**src/design/pcdm_pkg.sv**
```systemverilog
package pcdm_pkg;
  // Register byte addresses.
  localparam logic [7:0] CTRL_ADDR = 8'h00;
  localparam logic [7:0] CFG_ADDR = 8'h04;
  localparam logic [7:0] STUCK_ADDR = 8'h08;
  localparam logic [7:0] MAG_ADDR = 8'h0c;
  localparam logic [7:0] STATUS_ADDR = 8'h10;
  // Control register fields.
  localparam int GLOBAL_EN_BIT = 0;
  localparam int AMP_PATH_BIT = 1;
  localparam int TONE_BIT = 2;
  localparam int MAG_ON_BIT = 3;
  localparam int STUCK_ON_BIT = 4;
  localparam int CLK_WATCH_BIT = 5;
  localparam int AUTO_REC_BIT = 6;
  localparam int FORMAT_LSB = 8;
  localparam logic [31:0] CTRL_RESET = 32'h0000_0000;
  // Configuration register fields, four bits each.
  localparam int PERSIST_LSB = 0;
  localparam int FREQ_TOL_LSB = 4;
  localparam int RATIO_TOL_LSB = 8;
  localparam int RATE_LSB = 12;
  localparam int BPF_LSB = 16;
  localparam logic [31:0] CFG_RESET = 32'h0004_2000;
  localparam logic [22:0] LIMIT_RESET = 23'h7f_ffff;
  // Status register fields.
  localparam int ST_INPUT_FAULT = 0;
  localparam int ST_CLK_FAULT = 1;
  localparam int ST_CLK_RECOVER = 2;
  localparam int ST_SHUTDOWN = 8;
  localparam int ST_CLK_DOWN = 9;
  // Frame formats.
  localparam logic [1:0] FMT_I2S = 2'h0;
  localparam logic [1:0] FMT_LJ = 2'h1;
  localparam logic [1:0] FMT_TDM = 2'h2;
  // Timing.
  localparam int CLK_PERIOD_NS = 10;
  localparam int FRAME_NS_32K = 31250;
  localparam int FRAME_NS_44K1 = 22676;
  localparam int FRAME_NS_48K = 20833;
  localparam int FRAME_NS_88K2 = 11338;
  localparam int FRAME_NS_96K = 10417;
  localparam int FRAME_CYC_32K = FRAME_NS_32K / CLK_PERIOD_NS;
  localparam int FRAME_CYC_44K1 = FRAME_NS_44K1 / CLK_PERIOD_NS;
  localparam int FRAME_CYC_48K = FRAME_NS_48K / CLK_PERIOD_NS;
  localparam int FRAME_CYC_88K2 = FRAME_NS_88K2 / CLK_PERIOD_NS;
  localparam int FRAME_CYC_96K = FRAME_NS_96K / CLK_PERIOD_NS;
  localparam int FREQ_TOL_PCT = 45;
  localparam int PERSIST_BASE = 8;
  typedef enum logic [1:0] {CM_OFF, CM_RUN, CM_DOWN} pcdm_cm_state_type;
endpackage : pcdm_pkg

```
**src/design/pcdm_top.sv**
```systemverilog
// Added by the designer: strobed register access and the register addresses.
`timescale 1ns/10ps
// Functional notes
// - Magnitude and stuck checks each run only when their own enable bit is 1.
// - Data checks run only out of shutdown with the amplifier path enabled.
// - Tone source selected suppresses all input data checks.
// - Persistence setting gives how long a bad condition must last.
// - Input data fault clears global enable and raises the input fault event.
// - Repeated identical samples above the stuck limit too long flag a stuck fault.
// - Repeated samples within the stuck limit never flag a stuck fault.
// - Samples above the magnitude limit too long flag a magnitude fault.
// - Clock watch enabled checks bit and frame clocks while global enable is 1, clock hold included.
// - Tone source enabled suppresses clock monitoring and its events.
// - Automatic mode shuts down with enable kept at 1, then self recovers.
// - Automatic mode fault and recovery events alternate unless the monitor is disabled during a hold.
// - Manual mode fault clears enable, no recovery, monitoring resumes on re-enable.
// - Host entry to or exit from shutdown raises no clock events.
// - Frame rate equals sample rate, bit rate is ratio times sample rate.
// - Each frame period both clock rates are checked against a 45% window.
// - More than frequency tolerance consecutive bad periods raise a clock fault.
// - Automatic mode recovers after more than frequency tolerance consecutive good periods.
// - Bit clocks per frame are compared with the configured ratio.
// - I2S and LJ also require equal halves, TDM has no duty check.
// - More than ratio tolerance consecutive bad frames raise a clock fault.
// - Automatic mode recovers after more than ratio tolerance consecutive good frames.
module pcdm_top (
  input wire logic ref_clk,
  input wire logic rst,
  input wire logic [7:0] reg_addr,
  input wire logic [31:0] reg_wdata,
  input wire logic reg_wr,
  input wire logic reg_rd,
  output logic [31:0] reg_rdata,
  input wire logic bclk_pin,
  input wire logic lrclk_pin,
  input wire logic [23:0] sample_in,
  input wire logic sample_valid,
  output logic input_fault_irq,
  output logic clock_fault_irq,
  output logic clock_recover_irq,
  output logic sw_shutdown
);
  logic [31:0] ctrl_r;
  logic [31:0] cfg_r;
  logic [22:0] stuck_level_limit;
  logic [22:0] magnitude_level_limit;
  logic [2:0] sticky_r;
  logic global_en_clr;
  pcdm_pkg::pcdm_cm_state_type cm_state_r;
  pcdm_pkg::pcdm_cm_state_type cm_state_nxt;

  logic global_en;
  logic amp_path_on;
  logic tone_on;
  logic magnitude_check_on;
  logic stuck_check_on;
  logic clock_watch_on;
  logic clock_auto_recover;
  logic [1:0] frame_format;
  logic [3:0] persist_time_sel;
  logic [3:0] freq_fault_tolerance;
  logic [3:0] ratio_fault_tolerance;
  logic [3:0] sample_rate_sel;
  logic [3:0] bits_per_frame_sel;

  assign global_en = ctrl_r[pcdm_pkg::GLOBAL_EN_BIT];
  assign amp_path_on = ctrl_r[pcdm_pkg::AMP_PATH_BIT];
  assign tone_on = ctrl_r[pcdm_pkg::TONE_BIT];
  assign magnitude_check_on = ctrl_r[pcdm_pkg::MAG_ON_BIT];
  assign stuck_check_on = ctrl_r[pcdm_pkg::STUCK_ON_BIT];
  assign clock_watch_on = ctrl_r[pcdm_pkg::CLK_WATCH_BIT];
  assign clock_auto_recover = ctrl_r[pcdm_pkg::AUTO_REC_BIT];
  assign frame_format = ctrl_r[pcdm_pkg::FORMAT_LSB +: 2];
  assign persist_time_sel = cfg_r[pcdm_pkg::PERSIST_LSB +: 4];
  assign freq_fault_tolerance = cfg_r[pcdm_pkg::FREQ_TOL_LSB +: 4];
  assign ratio_fault_tolerance = cfg_r[pcdm_pkg::RATIO_TOL_LSB +: 4];
  assign sample_rate_sel = cfg_r[pcdm_pkg::RATE_LSB +: 4];
  assign bits_per_frame_sel = cfg_r[pcdm_pkg::BPF_LSB +: 4];

  // Shutdown is either the global enable low or a clock monitor hold.
  assign sw_shutdown = !global_en || (cm_state_r == pcdm_pkg::CM_DOWN);

  // Register writes; a hardware fault clearing the enable wins over software.
  always_ff @(posedge ref_clk or posedge rst) begin
    if (rst) begin
      ctrl_r <= pcdm_pkg::CTRL_RESET;
      cfg_r <= pcdm_pkg::CFG_RESET;
      stuck_level_limit <= pcdm_pkg::LIMIT_RESET;
      magnitude_level_limit <= pcdm_pkg::LIMIT_RESET;
    end else begin
      if (reg_wr && reg_addr == pcdm_pkg::CTRL_ADDR) begin
        ctrl_r <= {22'h0, reg_wdata[9:0]};
      end
      if (reg_wr && reg_addr == pcdm_pkg::CFG_ADDR) begin
        cfg_r <= {12'h0, reg_wdata[19:0]};
      end
      if (reg_wr && reg_addr == pcdm_pkg::STUCK_ADDR) begin
        stuck_level_limit <= reg_wdata[22:0];
      end
      if (reg_wr && reg_addr == pcdm_pkg::MAG_ADDR) begin
        magnitude_level_limit <= reg_wdata[22:0];
      end
      if (global_en_clr) begin
        ctrl_r[pcdm_pkg::GLOBAL_EN_BIT] <= 1'b0;
      end
    end
  end

  // Sticky event bits, write one to clear, a new event wins over the clear.
  always_ff @(posedge ref_clk or posedge rst) begin
    if (rst) begin
      sticky_r <= 3'h0;
    end else begin
      sticky_r <= (sticky_r & ~((reg_wr && reg_addr == pcdm_pkg::STATUS_ADDR) ?
                  reg_wdata[2:0] : 3'h0)) |
                  {clock_recover_irq, clock_fault_irq, input_fault_irq};
    end
  end

  // Read data stands in the cycle after the read strobe; unmapped reads zero.
  always_ff @(posedge ref_clk or posedge rst) begin
    if (rst) begin
      reg_rdata <= 32'h0;
    end else if (reg_rd) begin
      unique case (reg_addr)
        pcdm_pkg::CTRL_ADDR: reg_rdata <= ctrl_r;
        pcdm_pkg::CFG_ADDR: reg_rdata <= cfg_r;
        pcdm_pkg::STUCK_ADDR: reg_rdata <= {9'h0, stuck_level_limit};
        pcdm_pkg::MAG_ADDR: reg_rdata <= {9'h0, magnitude_level_limit};
        pcdm_pkg::STATUS_ADDR: reg_rdata <= {22'h0, cm_state_r == pcdm_pkg::CM_DOWN,
                                             sw_shutdown, 5'h0, sticky_r};
        default: reg_rdata <= 32'h0;
      endcase
    end else begin
      reg_rdata <= 32'h0;
    end
  end

  // Input data monitor.
  logic dmon_active;
  logic [23:0] prev_sample_r;
  logic [22:0] sample_mag;
  logic [15:0] stuck_run_r;
  logic [15:0] mag_run_r;
  logic [15:0] persist_len;
  logic stuck_fault;
  logic mag_fault;

  assign dmon_active = global_en && !sw_shutdown && amp_path_on && !tone_on;
  assign sample_mag = sample_in[23] ? 23'(-sample_in) : sample_in[22:0];
  assign persist_len = 16'(pcdm_pkg::PERSIST_BASE) << persist_time_sel;
  assign stuck_fault = stuck_check_on && (stuck_run_r > persist_len);
  assign mag_fault = magnitude_check_on && (mag_run_r > persist_len);

  always_ff @(posedge ref_clk or posedge rst) begin
    if (rst) begin
      prev_sample_r <= 24'h0;
      stuck_run_r <= 16'h0;
      mag_run_r <= 16'h0;
    end else if (!dmon_active) begin
      stuck_run_r <= 16'h0;
      mag_run_r <= 16'h0;
    end else if (sample_valid) begin
      prev_sample_r <= sample_in;
      if (sample_in == prev_sample_r && sample_mag > stuck_level_limit) begin
        stuck_run_r <= (stuck_run_r == 16'hffff) ? stuck_run_r : stuck_run_r + 16'h1;
      end else begin
        stuck_run_r <= 16'h0;
      end
      if (sample_mag > magnitude_level_limit) begin
        mag_run_r <= (mag_run_r == 16'hffff) ? mag_run_r : mag_run_r + 16'h1;
      end else begin
        mag_run_r <= 16'h0;
      end
    end
  end

  always_ff @(posedge ref_clk or posedge rst) begin
    if (rst) begin
      input_fault_irq <= 1'b0;
    end else begin
      input_fault_irq <= dmon_active && (stuck_fault || mag_fault) && !input_fault_irq;
    end
  end

  // Link clock synchronisers and edge detection.
  logic [2:0] bclk_sync_r;
  logic [2:0] lrclk_sync_r;
  logic bclk_rise;
  logic lr_rise;
  logic lr_fall;

  always_ff @(posedge ref_clk or posedge rst) begin
    if (rst) begin
      bclk_sync_r <= 3'h0;
      lrclk_sync_r <= 3'h0;
    end else begin
      bclk_sync_r <= {bclk_sync_r[1:0], bclk_pin};
      lrclk_sync_r <= {lrclk_sync_r[1:0], lrclk_pin};
    end
  end

  assign bclk_rise = bclk_sync_r[1] && !bclk_sync_r[2];
  assign lr_rise = lrclk_sync_r[1] && !lrclk_sync_r[2];
  assign lr_fall = !lrclk_sync_r[1] && lrclk_sync_r[2];

  // Expected frame period and bit clocks per frame.
  logic [15:0] frame_cyc;
  logic [15:0] bpf;
  logic [15:0] lr_min;
  logic [15:0] lr_max;
  logic [15:0] bclk_min;
  logic [15:0] bclk_max;

  always_comb begin
    unique case (sample_rate_sel)
      4'h0: frame_cyc = 16'(pcdm_pkg::FRAME_CYC_32K);
      4'h1: frame_cyc = 16'(pcdm_pkg::FRAME_CYC_44K1);
      4'h3: frame_cyc = 16'(pcdm_pkg::FRAME_CYC_88K2);
      4'h4: frame_cyc = 16'(pcdm_pkg::FRAME_CYC_96K);
      default: frame_cyc = 16'(pcdm_pkg::FRAME_CYC_48K);
    endcase
    unique case (bits_per_frame_sel)
      4'h0: bpf = 16'd32;
      4'h1: bpf = 16'd48;
      4'h2: bpf = 16'd64;
      4'h3: bpf = 16'd96;
      4'h4: bpf = 16'd128;
      4'h5: bpf = 16'd192;
      4'h6: bpf = 16'd256;
      4'h7: bpf = 16'd384;
      default: bpf = 16'd512;
    endcase
  end

  assign lr_min = frame_cyc - 16'((32'(frame_cyc) * pcdm_pkg::FREQ_TOL_PCT) / 100);
  assign lr_max = frame_cyc + 16'((32'(frame_cyc) * pcdm_pkg::FREQ_TOL_PCT) / 100);
  assign bclk_min = bpf - 16'((32'(bpf) * pcdm_pkg::FREQ_TOL_PCT) / 100);
  assign bclk_max = bpf + 16'((32'(bpf) * pcdm_pkg::FREQ_TOL_PCT) / 100);

  // Clock measurement runs in the running and held states only.
  logic cm_meas;
  logic lr_seen_r;
  logic [15:0] lr_per_r;
  logic lr_per_bad_r;
  logic [15:0] win_cnt_r;
  logic [15:0] win_bclk_r;
  logic win_end;
  logic freq_err;
  logic [15:0] bits_cnt_r;
  logic [15:0] half_cnt_r;
  logic [15:0] half_a_r;
  logic frame_done;
  logic frame_err;

  assign cm_meas = (cm_state_r != pcdm_pkg::CM_OFF);
  assign win_end = cm_meas && (win_cnt_r == frame_cyc - 16'h1);
  assign freq_err = lr_per_bad_r || (lr_per_r > lr_max) ||
                    (win_bclk_r < bclk_min) || (win_bclk_r > bclk_max);
  assign frame_done = cm_meas && lr_rise && lr_seen_r;
  assign frame_err = (bits_cnt_r != bpf) ||
                     (frame_format != pcdm_pkg::FMT_TDM && half_a_r != half_cnt_r);

  always_ff @(posedge ref_clk or posedge rst) begin
    if (rst) begin
      lr_seen_r <= 1'b0;
      lr_per_r <= 16'h0;
      lr_per_bad_r <= 1'b0;
      win_cnt_r <= 16'h0;
      win_bclk_r <= 16'h0;
      bits_cnt_r <= 16'h0;
      half_cnt_r <= 16'h0;
      half_a_r <= 16'h0;
    end else if (!cm_meas) begin
      lr_seen_r <= 1'b0;
      lr_per_r <= 16'h0;
      lr_per_bad_r <= 1'b0;
      win_cnt_r <= 16'h0;
      win_bclk_r <= 16'h0;
      bits_cnt_r <= 16'h0;
      half_cnt_r <= 16'h0;
      half_a_r <= 16'h0;
    end else begin
      win_cnt_r <= win_end ? 16'h0 : win_cnt_r + 16'h1;
      if (win_end) begin
        win_bclk_r <= {15'h0, bclk_rise};
      end else if (bclk_rise && win_bclk_r != 16'hffff) begin
        win_bclk_r <= win_bclk_r + 16'h1;
      end
      if (lr_rise) begin
        lr_seen_r <= 1'b1;
        lr_per_r <= 16'h1;
        lr_per_bad_r <= lr_seen_r && (lr_per_r < lr_min || lr_per_r > lr_max);
      end else if (lr_per_r != 16'hffff) begin
        lr_per_r <= lr_per_r + 16'h1;
      end
      if (lr_rise) begin
        bits_cnt_r <= {15'h0, bclk_rise};
        half_cnt_r <= {15'h0, bclk_rise};
      end else if (lr_fall) begin
        half_a_r <= half_cnt_r;
        half_cnt_r <= {15'h0, bclk_rise};
        bits_cnt_r <= bits_cnt_r + {15'h0, bclk_rise};
      end else if (bclk_rise) begin
        bits_cnt_r <= bits_cnt_r + 16'h1;
        half_cnt_r <= half_cnt_r + 16'h1;
      end
    end
  end

  // Consecutive bad and good counters, frequency and ratio kept apart.
  logic [4:0] freq_bad_r;
  logic [4:0] freq_good_r;
  logic [4:0] ratio_bad_r;
  logic [4:0] ratio_good_r;
  logic cm_fault;
  logic cm_recovered;
  logic cm_change;

  assign cm_fault = (freq_bad_r > {1'b0, freq_fault_tolerance}) ||
                    (ratio_bad_r > {1'b0, ratio_fault_tolerance});
  assign cm_recovered = (freq_good_r > {1'b0, freq_fault_tolerance}) &&
                        (ratio_good_r > {1'b0, ratio_fault_tolerance});
  assign cm_change = (cm_state_nxt != cm_state_r);

  always_ff @(posedge ref_clk or posedge rst) begin
    if (rst) begin
      freq_bad_r <= 5'h0;
      freq_good_r <= 5'h0;
      ratio_bad_r <= 5'h0;
      ratio_good_r <= 5'h0;
    end else if (!cm_meas || cm_change) begin
      freq_bad_r <= 5'h0;
      freq_good_r <= 5'h0;
      ratio_bad_r <= 5'h0;
      ratio_good_r <= 5'h0;
    end else begin
      if (win_end && freq_err) begin
        freq_bad_r <= (freq_bad_r == 5'h1f) ? freq_bad_r : freq_bad_r + 5'h1;
        freq_good_r <= 5'h0;
      end else if (win_end) begin
        freq_good_r <= (freq_good_r == 5'h1f) ? freq_good_r : freq_good_r + 5'h1;
        freq_bad_r <= 5'h0;
      end
      if (frame_done && frame_err) begin
        ratio_bad_r <= (ratio_bad_r == 5'h1f) ? ratio_bad_r : ratio_bad_r + 5'h1;
        ratio_good_r <= 5'h0;
      end else if (frame_done) begin
        ratio_good_r <= (ratio_good_r == 5'h1f) ? ratio_good_r : ratio_good_r + 5'h1;
        ratio_bad_r <= 5'h0;
      end
    end
  end

  // Clock monitor state machine.
  logic cm_enable;

  assign cm_enable = clock_watch_on && !tone_on && global_en;

  always_comb begin
    cm_state_nxt = cm_state_r;
    unique case (cm_state_r)
      pcdm_pkg::CM_OFF: begin
        if (cm_enable) begin
          cm_state_nxt = pcdm_pkg::CM_RUN;
        end
      end
      pcdm_pkg::CM_RUN: begin
        if (!cm_enable) begin
          cm_state_nxt = pcdm_pkg::CM_OFF;
        end else if (cm_fault) begin
          cm_state_nxt = clock_auto_recover ? pcdm_pkg::CM_DOWN : pcdm_pkg::CM_OFF;
        end
      end
      pcdm_pkg::CM_DOWN: begin
        if (!cm_enable) begin
          cm_state_nxt = pcdm_pkg::CM_OFF;
        end else if (cm_recovered) begin
          cm_state_nxt = pcdm_pkg::CM_RUN;
        end
      end
      default: cm_state_nxt = pcdm_pkg::CM_OFF;
    endcase
  end

  assign global_en_clr = input_fault_irq ||
                         (clock_fault_irq && !clock_auto_recover);

  always_ff @(posedge ref_clk or posedge rst) begin
    if (rst) begin
      cm_state_r <= pcdm_pkg::CM_OFF;
      clock_fault_irq <= 1'b0;
      clock_recover_irq <= 1'b0;
    end else begin
      cm_state_r <= cm_state_nxt;
      clock_fault_irq <= (cm_state_r == pcdm_pkg::CM_RUN) && cm_enable && cm_fault;
      clock_recover_irq <= (cm_state_r == pcdm_pkg::CM_DOWN) && cm_enable &&
                           cm_recovered;
    end
  end
endmodule : pcdm_top

```
**config.mk**
```make
export PLATFORM = sky130hd
export DESIGN_NAME = pcdm_top
export DESIGN_NICKNAME = d
export VERILOG_FILES = /design/src/design/pcdm_pkg.sv /design/src/design/pcdm_top.sv
export SDC_FILE = /design/constraint.sdc
export NUM_CORES = 1
export LEC_CHECK = 0
export ABC_CLOCK_PERIOD_IN_PS = 26900
export BUFFER_PORTS_ARGS = -buffer_cell sky130_fd_sc_hd__buf_4
export CAP_MARGIN = 20
export CELL_PAD_IN_SITES_DETAIL_PLACEMENT = 2
export CELL_PAD_IN_SITES_GLOBAL_PLACEMENT = 2
export CORE_UTILIZATION = 43
export DETAILED_ROUTE_END_ITERATION = 16
export GPL_TIMING_DRIVEN = 1
export PLACE_DENSITY_LB_ADDON = 0.1
export SETUP_SLACK_MARGIN = 0.2
export SLEW_MARGIN = 20
export SYNTH_ARGS = -nofsm -noshare
export SYNTH_HDL_FRONTEND = slang
export SYNTH_SLANG_ARGS = --single-unit
export TNS_END_PERCENT = 10
```
**constraint.sdc**
```tcl
create_clock -name ref_clk -period 26.9 [get_ports ref_clk]
set_input_delay 1.345 -clock ref_clk [delete_from_list [all_inputs] [get_ports ref_clk]]
set_output_delay 1.345 -clock ref_clk [all_outputs]
set_load 0.02 [all_outputs]
```
== Word level (Yosys, flattened, before mapping) ==
Memory sizes are Yosys's and may differ from the RTL's.
Index checks and enable logic that the tools add are counted.
Widths: inputs -> output; s select.

* Memory bits (read-only): 40
* Memories kept: 1
* Output and inout port bits: 36
* Bits in registers: 296
* Input port bits: 71

* Equality and inequality tests: 36
* Divide/modulo/power cells: 2
* Reductions and logical operators: 66
* $add $sub $neg: 18
* Shift-type cells: 1
* Muxes and demuxes: 62
* Bitwise operators: 3
* Multipliers: 2
* Order comparisons: 12

{| class="wikitable"
|+ Memory list
! memory !! words !! width !! rd ports !! clocked after Yosys merged registers in !! write ports !! RTL line !! source
|-
| (no name shown) || 8 || 5 || 1 || 0 || 0 || pcdm_top.sv:223 || <nowiki>unique case (bits_per_frame_sel)</nowiki>
|}

{| class="wikitable"
|+ Operators with widths
! operator !! count
|-
| $mux 16 || 28
|-
| $pmux 23 s5 || 1
|-
| $add 16x1->16 const B || 7
|-
| $mux 5 || 16
|-
| $div 22x7->32 const B || 2
|-
| $gt 16x16->1 || 4
|-
| $pmux 12 s4 || 1
|-
| $gt 23x23->1 || 2
|-
| $mul 16x6->22 const B || 2
|-
| $add 16x16->16 || 2
|-
| $eq 16x16->1 const B || 2
|-
| $logic_and 1x1->1 || 32
|-
| $lt 16x16->1 || 2
|-
| $mux 32 || 1
|-
| $ne 16x16->1 || 2
|-
| $ne 16x16->1 const B || 2
|-
| $sub 16x16->16 || 2
|-
| $eq 24x24->1 || 1
|-
| $mux 23 || 1
|-
| $neg 23->23 || 1
|-
| $add 5x1->5 const B || 4
|-
| $eq 5x5->1 const B || 4
|-
| $gt 5x4->1 || 4
|-
| $ne 3x3->1 const B || 6
|-
| 32 further kinds || 73
|}

== Logic depth before layout (Yosys ltp) ==
Gate-level depths: netlist (run 1).

* Depth after elaboration: 12
* Gate-level depth with buffers: 79
* Mapped depth without buffers: 76

== Worst setup path after synthesis (run 1) ==
No wires, ideal clock.

* Path type: reg-to-reg
* Start point: register cfg_r[13]
* End point: register freq_good_r[0]
* Cell stages (with the launch flop): 61
* Arrival time: 13912 ps
* Clock period less this slack: 13978 ps
* Buffers on the path: 2
* Required time: 26835 ps
* Setup slack: 12922 ps
* Cell sequence: dfstp_2 > buf_2 > nor2_1 > o21ai_0 > inv_1 > ha_1 > fa_1 > inv_1 > fa_1 > inv_1 > ha_1 > o211ai_1 > o211ai_4 > a21o_1 > or4b_4 > and3_1 > nand4_1 > o211ai_2 > [25 not listed] > nor2_1 > nor2_1 > o21bai_1 > a21oi_1 > o21bai_1 > a21oi_1 > nor2_1 > xnor2_1 > ha_1 > nand4_1 > nor4_1 > nand2_1 > o41ai_1 > o2111ai_1 > o21ai_0 > nand2_1 > nor3_1 > mux2_2

* Longest elaborated chain between the ends: 12

{| class="wikitable"
|+ Ends and longest elaborated chain
! element !! RTL line !! source
|-
| from (decl) || pcdm_top.sv:44 || <nowiki>logic [31:0] cfg_r;</nowiki>
|-
| from (signal assigned) || pcdm_top.sv:87 || <nowiki>cfg_r <= pcdm_pkg::CFG_RESET;</nowiki>
|-
| from (signal assigned) || pcdm_top.sv:95 || <nowiki>cfg_r <= {12'h0, reg_wdata[19:0]};</nowiki>
|-
| $eq 4x3->1 (tied with other cells) || pcdm_top.sv:216 || <nowiki>unique case (sample_rate_sel)</nowiki>
|-
| $pmux 12 s4 * || pcdm_top.sv:216 ||
|-
| $mul 16x6->22 || pcdm_top.sv:237 || <nowiki>assign lr_max = frame_cyc + 16'((32'(frame_cyc) * pcdm_pkg::FREQ_TOL_PCT) / 100);</nowiki>
|-
| $div 22x7->32 || pcdm_top.sv:237 ||
|-
| $add 16x16->16 || pcdm_top.sv:237 ||
|-
| $gt 16x16->1 || pcdm_top.sv:258 || <nowiki>assign freq_err = lr_per_bad_r || (lr_per_r > lr_max) ||</nowiki>
|-
| $logic_or 1x1->1 (2 in a row) || pcdm_top.sv:258 ||
|-
| $logic_or 1x1->1 || pcdm_top.sv:259 || <nowiki>(win_bclk_r < bclk_min) || (win_bclk_r > bclk_max);</nowiki>
|-
| $logic_and 1x1->1 || pcdm_top.sv:338 || <nowiki>if (win_end && freq_err) begin</nowiki>
|-
| $ne 3x3->1 (no line) (tied with other cells) || n/a ||
|-
| $reduce_and 2->1 (no line) or $mux 5 (tied branches) || n/a ||
|-
| to (signal assigned) || pcdm_top.sv:342 || <nowiki>freq_good_r <= (freq_good_r == 5'h1f) ? freq_good_r : freq_good_r + 5'h1;</nowiki>
|-
| to (decl) || pcdm_top.sv:313 || <nowiki>logic [4:0] freq_good_r;</nowiki>
|}

Mark *: on every way between the ends. The rest lies on a longest branch, timed or not.
A chain may end at the register's enable or synchronous reset.

== Final worst setup path (run 1) ==
* Start point: register cfg_r[14]
* End point: register freq_good_r[0]

Same word-level chain as after synthesis.

==> impl_results.md, run 1 <==
- Max_slew headroom: a little over a quarter
- CP Data Arrival Time: ~19 ns
- Min-Delay Endpoint: bclk_sync_r[1]
- Maximum clock path buffer count: 3
- DIE AREA: between 50,000 and 60,000 sq um
- Ys async rst share: 100%
- Post-layout min period: around 18 ns
- Clock Tree Root: clkbuf_16
- Die Width: between 200 and 250 um
- Metal2 WL: between 40 and 50 mm
- Reg2reg end: freq_good_r[0]
- Slew Viols, Final: 0
- DRT antenna net count: 0
- DR WL met3: about 1.7 mm
- CTS tree: yes
- Post-cts resize count: 0
- R2R depth: 60
- All-layer global routing usage: between 20 and 30%
- Crit path from: cfg_r[14]
- Post-CTS setup buffers: 0
- Largest cells by area after synthesis: dfrtp_1, ha_1, xnor2_1, dfstp_2, mux2_2
- First DRT Iteration DRCs: 885
- Share of the synthesized area in the top cell type: between 20% and 30%
- Wire per inst: 22.5 um
- First-pass GRT wire length: between 100 and 150 mm
- DP Cell Count: 3,662
- Initial Utilization: 43.4%
- Cell Count, Final, Fillers Out: ~3,700
- Initial antenna violation count: 1
- Biggest area consumer among synthesized cells: dfrtp_1
- GRT Residual Overflow: 0
- Clk Latency, worst-skew pair: 0.54 ns
- Num CTS Buffers: 34
- Final RePlAce weighted congestion: approximately 0.84
- Clk_skew: roughly 0.022 ns
- Worst r2r src: cfg_r[14]
- Number of global-route vias before repair: around 25,000
- Post-DR vias/cell: between 5 and 6
- Largest stage delay, worst path: 0.73 ns
- Nets: ~3,300
- Max-Cap Viols: 0
- Ys flop type: dfrtp_1
- Critical path startpoint category: flip-flop
- Fill cells: between 6,000 and 7,000
- Io pins: between 100 and 150
- Reg2reg setup slack: around 8.9 ns
- Yosys warns: 0
- Worst path slowest cell: o211ai_1
- Mapped Cells: 2,873
- Detailed Route WL: about 84 mm
- Post-synth EDFFs: 0
- Clock sinks: 287
- Final hold viol count: 0
- Max Clk Rate: approximately 0.055 GHz
- Final Cycle Share: 67.0%
- Synth Register Bits: approximately 290
- Final setup fails: 0
- CP endpoint kind: flip-flop
- Sequential area share after synthesis: around 29%
- Hold path depth: 0
- Met1 WL: around 36 mm
- Core box area: roughly 58,000 sq um
- Drt drc: 0
- H-Tree Depth: 2
- CP dominant cell by count: nor2_1
- RSZ-0062 raised after global routing: no
- Synth Area per Inst: 8.71 sq um
- Hold Startpoint: bclk_sync_r[0]
- Worst slew pin tran: roughly 1.1 ns
- Num rows: 88
- Buffers on Ports: just under 90
- Area Growth Syn to Fin: 9.83%
- Register area: 7240 sq um
- Diodes inserted: 0
- Largest net degree at the start of global routing: ~90
- Vias: about 22,000
- Die H: around 240 um
- Max layer used: met5
- Clock transition at path regs: 0.06 ns
- Hold buffer count at cts: 0
- Share of post-route cells with drive strength above 1: a little over an eighth
- Setup CP Type: flip-flop to flip-flop
- Mapped cell area: 25,000 sq um
- Outcome: finished clean
- DP HPWL: 63.0 mm
- CP required: between 20 and 30 ns
- Setup tns final: 0 ns
- CP Max Fanout: 13
- Drt first pass iters: 6
- Distinct cells, synth: 118
- Multi-input gate area: 16,700 sq um
- HP Class: flip-flop to flip-flop
critical path, delay by kind of cell (launching register included):
kind	cells	cell delay, ns
compound gates	24	7.42
simple gates	20	5.03
fa+ha+maj	6	2.52
xor+xnor	3	1.08
mux	2	0.80
buf+inv	5	0.56
flops	1	0.54
cells in the final DEF (no fill, tap or decap), drive strengths merged, types with 10 or more instances in the layout:
cell,count
or3,25
clkbuf,51
nor4,28
o21ai,141
mux2i,20
nand4,62
conb,13
nor2,281
xor2,115
mux2,108
a21o,37
o21bai,19
inv,186
a211o,10
or2,20
a21oi,152
o22ai,15
ha,245
o21a,19
a31oi,34
nand2,224
maj3,10
o211ai,27
buf,104
and3,42
nand3,108
o31ai,18
nand2b,45
a211oi,26
nor3,67
xnor2,147
and2,27
dfstp,48
a22oi,15
nor2b,52
dfrtp,239
fa,19
Yosys cell counts (65+ instances only):
master,instances
nor2_1,280
a21oi_1,149
xor2_1,114
inv_1,178
xnor2_1,145
o21ai_0,129
nor3_1,65
ha_1,245
dfrtp_1,239
nand3_1,107
mux2_2,107
nand2_1,222
worst max-delay path by stage:
stage,to,cells after the start
6_report,freq_good_r[0],60
5_1_grt,freq_good_r[0],60
4_1_cts,freq_good_r[0],60
3_5_place_dp,freq_good_r[0],60
3_3_place_gp,freq_good_r[0],60
2_1_floorplan,freq_good_r[0],60
cells by family (layout without fill, tap and decap cells):
group / Yosys count / count (layout) / synth area share (%)
and+or+nand+nor: 1010 / 1010 / 19.8
buffers and inverters: 275 / 350 / 4.39
muxes: 133 / 133 / 6.11
DFF: 287 / 287 / 28.9
AOI/OAI and AO/OA: 630 / 630 / 17.3
xor gates and xnor gates: 262 / 262 / 9.26
adders and majority gates: 274 / 274 / 14.2
other: 2 / 13 / 0.0300
metal layers:
metal,GRT usage [%],up-vias
li1,-,10400
met1,34.5,11400
met2,52.1,295
met3,2.49,154
met4,8.58,2
met5,0,-
cell type report:
type / instances / area share (%)
flip-flops and latches: 287 / 26.4
inverters: 184 / 2.55
multi-input cells: 2322 / 60.9
well taps: 765 / 3.48
clock buffers: 51 / 3.58
clock inverters: 11 / 0.305
repair buffers: 104 / 2.84
state kept, by name, summed over array words and instances, names as in the netlist, 5 cells and up:
signal                 cells
half_cnt_r                16
reg_rdata                 23
ctrl_r                    10
freq_bad_r                 5
prev_sample_r             24
magnitude_level_limit     23
stuck_level_limit         23
freq_good_r                5
ratio_bad_r                5
bits_cnt_r                16
win_cnt_r                 16
stuck_run_r               16
mag_run_r                 16
win_bclk_r                16
cfg_r                     20
lr_per_r                  16
ratio_good_r               5
half_a_r                  16
per-stage QoR:
stage	setup WS, ns	utilization (%)	hold slack (ns)	cell area (sq um)
2_1_floorplan	12.92	-	0.331	25100
3_3_place_gp	9.75	45.9	0.339	26400
3_5_place_dp	9.16	45.9	0.340	26400
4_1_cts	8.94	47.7	0.365	27500
5_1_grt	7.51	47.7	0.373	27500
6_report	8.88	47.7	0.363	27500
Power of run 1 is not shown: default switching activity piles up to over one toggle a cycle in this logic, so the estimate is an artifact.
==> run 2, diff against run 1 <==
--- a/config.mk
+++ b/config.mk
@@ -5,12 +5,12 @@
 export SDC_FILE = /design/constraint.sdc
 export NUM_CORES = 1
 export LEC_CHECK = 0
-export ABC_CLOCK_PERIOD_IN_PS = 26900
+export ABC_CLOCK_PERIOD_IN_PS = 18390
 export BUFFER_PORTS_ARGS = -buffer_cell sky130_fd_sc_hd__buf_4
 export CAP_MARGIN = 20
 export CELL_PAD_IN_SITES_DETAIL_PLACEMENT = 2
 export CELL_PAD_IN_SITES_GLOBAL_PLACEMENT = 2
-export CORE_UTILIZATION = 43
+export CORE_UTILIZATION = 40
 export DETAILED_ROUTE_END_ITERATION = 16
 export GPL_TIMING_DRIVEN = 1
 export PLACE_DENSITY_LB_ADDON = 0.1
==> constraint.sdc (replaced) <==
create_clock -name ref_clk -period 18.39 [get_ports ref_clk]
set_input_delay 0.9195 -clock ref_clk [delete_from_list [all_inputs] [get_ports ref_clk]]
set_output_delay 0.9195 -clock ref_clk [all_outputs]
set_load 0.02 [all_outputs]
==> run 2 against run 1 <==
Net effect: first-iteration DRC count shrank 17%; clock skew shrank 0.0095 ns; core utilization shrank 3.0 points.
==> impl_results.md, run 2 (same netlist as run 1, synthesis figures left out) <==
- Post-CTS setup buffers: 0
- Nets: between 3,000 and 4,000
- GRT Residual Overflow: 0
- Hold Startpoint: lrclk_sync_r[0]
- Post-layout min period: roughly 17 ns
- Worst setup margin: between 1.5 and 2 ns
- Multi-input gate area: roughly 17,000 sq um
- Share of post-route cells with drive strength above 1: between 10 and 15%
- Clk Latency, worst-skew pair: 0.57 ns
- Outcome: finished clean
- Most flops, register: prev_sample_r
- Hold buffer count at cts: 0
- GR Layer Usage met1: between 30 and 40%
- Reg2reg setup slack: around 1.6 ns
- Setup CP Type: flip-flop to flip-flop
- CP endpoint kind: flip-flop
- Fill cells: 6,868
- Placement Setup Slack: approximately 0.85 ns
- Reg2reg end: freq_good_r[0]
- Io pins: about 110
- DIE AREA: ~64,000 sq um
- First DRT Iteration DRCs: ~740
- Setup tns final: 0 ns
- Final RePlAce weighted congestion: between 0.8 and 0.9
- Maximum clock path buffer count: 3
- Drt drc: 0
- Clock transition at path regs: roughly 0.070 ns
- Number of global-route vias before repair: ~25,000
- Drt first pass iters: 5
- Max_slew headroom: ~25%
- Max-Cap Viols: 0
- Final hold viol count: 0
- Post-route cell area: 27,600 sq um
- RSZ-0062 raised after global routing: no
- CP required: ~19 ns
- Worst path slowest cell: o41ai_1
- Die Width: between 200 and 300 um
- Vias: about 22,000
- Met3 Usage GRT: roughly 1.8%
- Worst slew pin tran: approximately 1.1 ns
- Register area: approximately 7200 sq um
- All-layer global routing usage: around a quarter
- CP Data Arrival Time: between 15 and 20 ns
- Final setup fails: 0
- R2R depth: 60
- DRT antenna net count: 0
- Largest stage delay, worst path: 0.68 ns
- Buffers on Ports: 88
- Placement Cell Area: ~27,000 sq um
- Die H: roughly 250 um
- Largest net degree at the start of global routing: 90
- Max reg flops: 24
- Slew Viols, Final: 0
- Min-Delay Endpoint: lrclk_sync_r[1]
- Most frequent cells in the layout: nor2_1, ha_1, dfrtp_1, nand2_1, inv_1
- Worst r2r src: cfg_r[14]
- Num rows: 91
- Max Clk Rate: roughly 0.06 GHz
- Core box area: slightly above 60,000 sq um
- Wire per inst: 21.3 um
- H-Tree Depth: 1
- CTS tree: yes
- Final Cycle Share: between 90% and 100%
- Detailed Route WL: approximately 80 mm
- CP dominant cell by count: nor2_1
- Initial Utilization: approximately two fifths
- Post-DR vias/cell: roughly 5.8
- First-pass GRT wire length: approximately 130 mm
- DP HPWL: roughly 62 mm
- Busiest layer in global routing: met2
- Area Growth Syn to Fin: 10.3%
- Clk_skew: around 0.012 ns
- Cell Count, Final, Fillers Out: ~3,800
- Num CTS Buffers: 31
- DP Cell Count: about 3,700
- CP Max Fanout: 11
- Hold path depth: 0
- Met2 Use GR: around 47%
- HP Class: flip-flop to flip-flop
- Clock sinks: 287
- Critical path startpoint category: flip-flop
- Commonest non-fill, non-tap cell in the layout: nor2_1
- Diodes inserted: 0
- Initial antenna violation count: 0
- Clock Tree Root: clkbuf_16
## run 2: cell types whose count changed in the layout (fill, tap and decap cells not counted), sizes merged
cell / change
buf: +4
bufinv: +1
clkbuf: -6
clkinvlp: +1
inv: -2
## run 2: cell type report
cell class | count | area share (%)
flip-flops and latches | 287 | 26.2
inverters | 184 | 2.54
well taps | 837 | 3.79
clock inverters | 11 | 0.322
multi-input cells | 2322 | 60.8
clock buffers | 45 | 3.29
repair buffers | 108 | 3.01
## run 2: metrics by stage
stage / utilization [%] / hold slack (ns)
floorplan: - / 0.331
finish: 44.7 / 0.354
CTS: 44.6 / 0.355
global route: 44.7 / 0.366
global placement: 43.0 / 0.333
detailed placement: 43.0 / 0.341
## run 2: how the worst max path moves through the flow
stage               startpoint              to  slack (ns)  cells after the start
floorplan            cfg_r[13]  freq_good_r[0]        4.41                     60
global placement     cfg_r[14]  freq_good_r[0]        1.72                     60
detailed placement   cfg_r[14]  freq_good_r[0]        0.85                     60
CTS                  cfg_r[14]  freq_good_r[0]        0.80                     60
global route         cfg_r[19]  freq_good_r[0]        0.33                     73
finish               cfg_r[14]  freq_good_r[0]        1.57                     60
## run 2: per-layer routing
metal	share of wire, %	routed length (um)
met5	0	0
met3	1.8	1460
met1	45	36000
met4	2.5	2020
met2	51	41400
## run 2: critical path: cells and delay by family (launching register included)
family / cells / cell delay [ns]
flops: 1 / 0.52
compound gates: 23 / 7.09
simple gates: 20 / 3.94
xor+xnor: 4 / 1.49
fa+ha+maj: 6 / 2.42
mux: 2 / 0.75
buf+inv: 5 / 0.50
## run 2: what timing repair did
action | CTS | global route
gates resized for setup | 0 | 9
endpoints found under the hold margin | 0 | 0
endpoints found under the setup margin | 0 | 8
Power of run 2 is left out for the same reason.
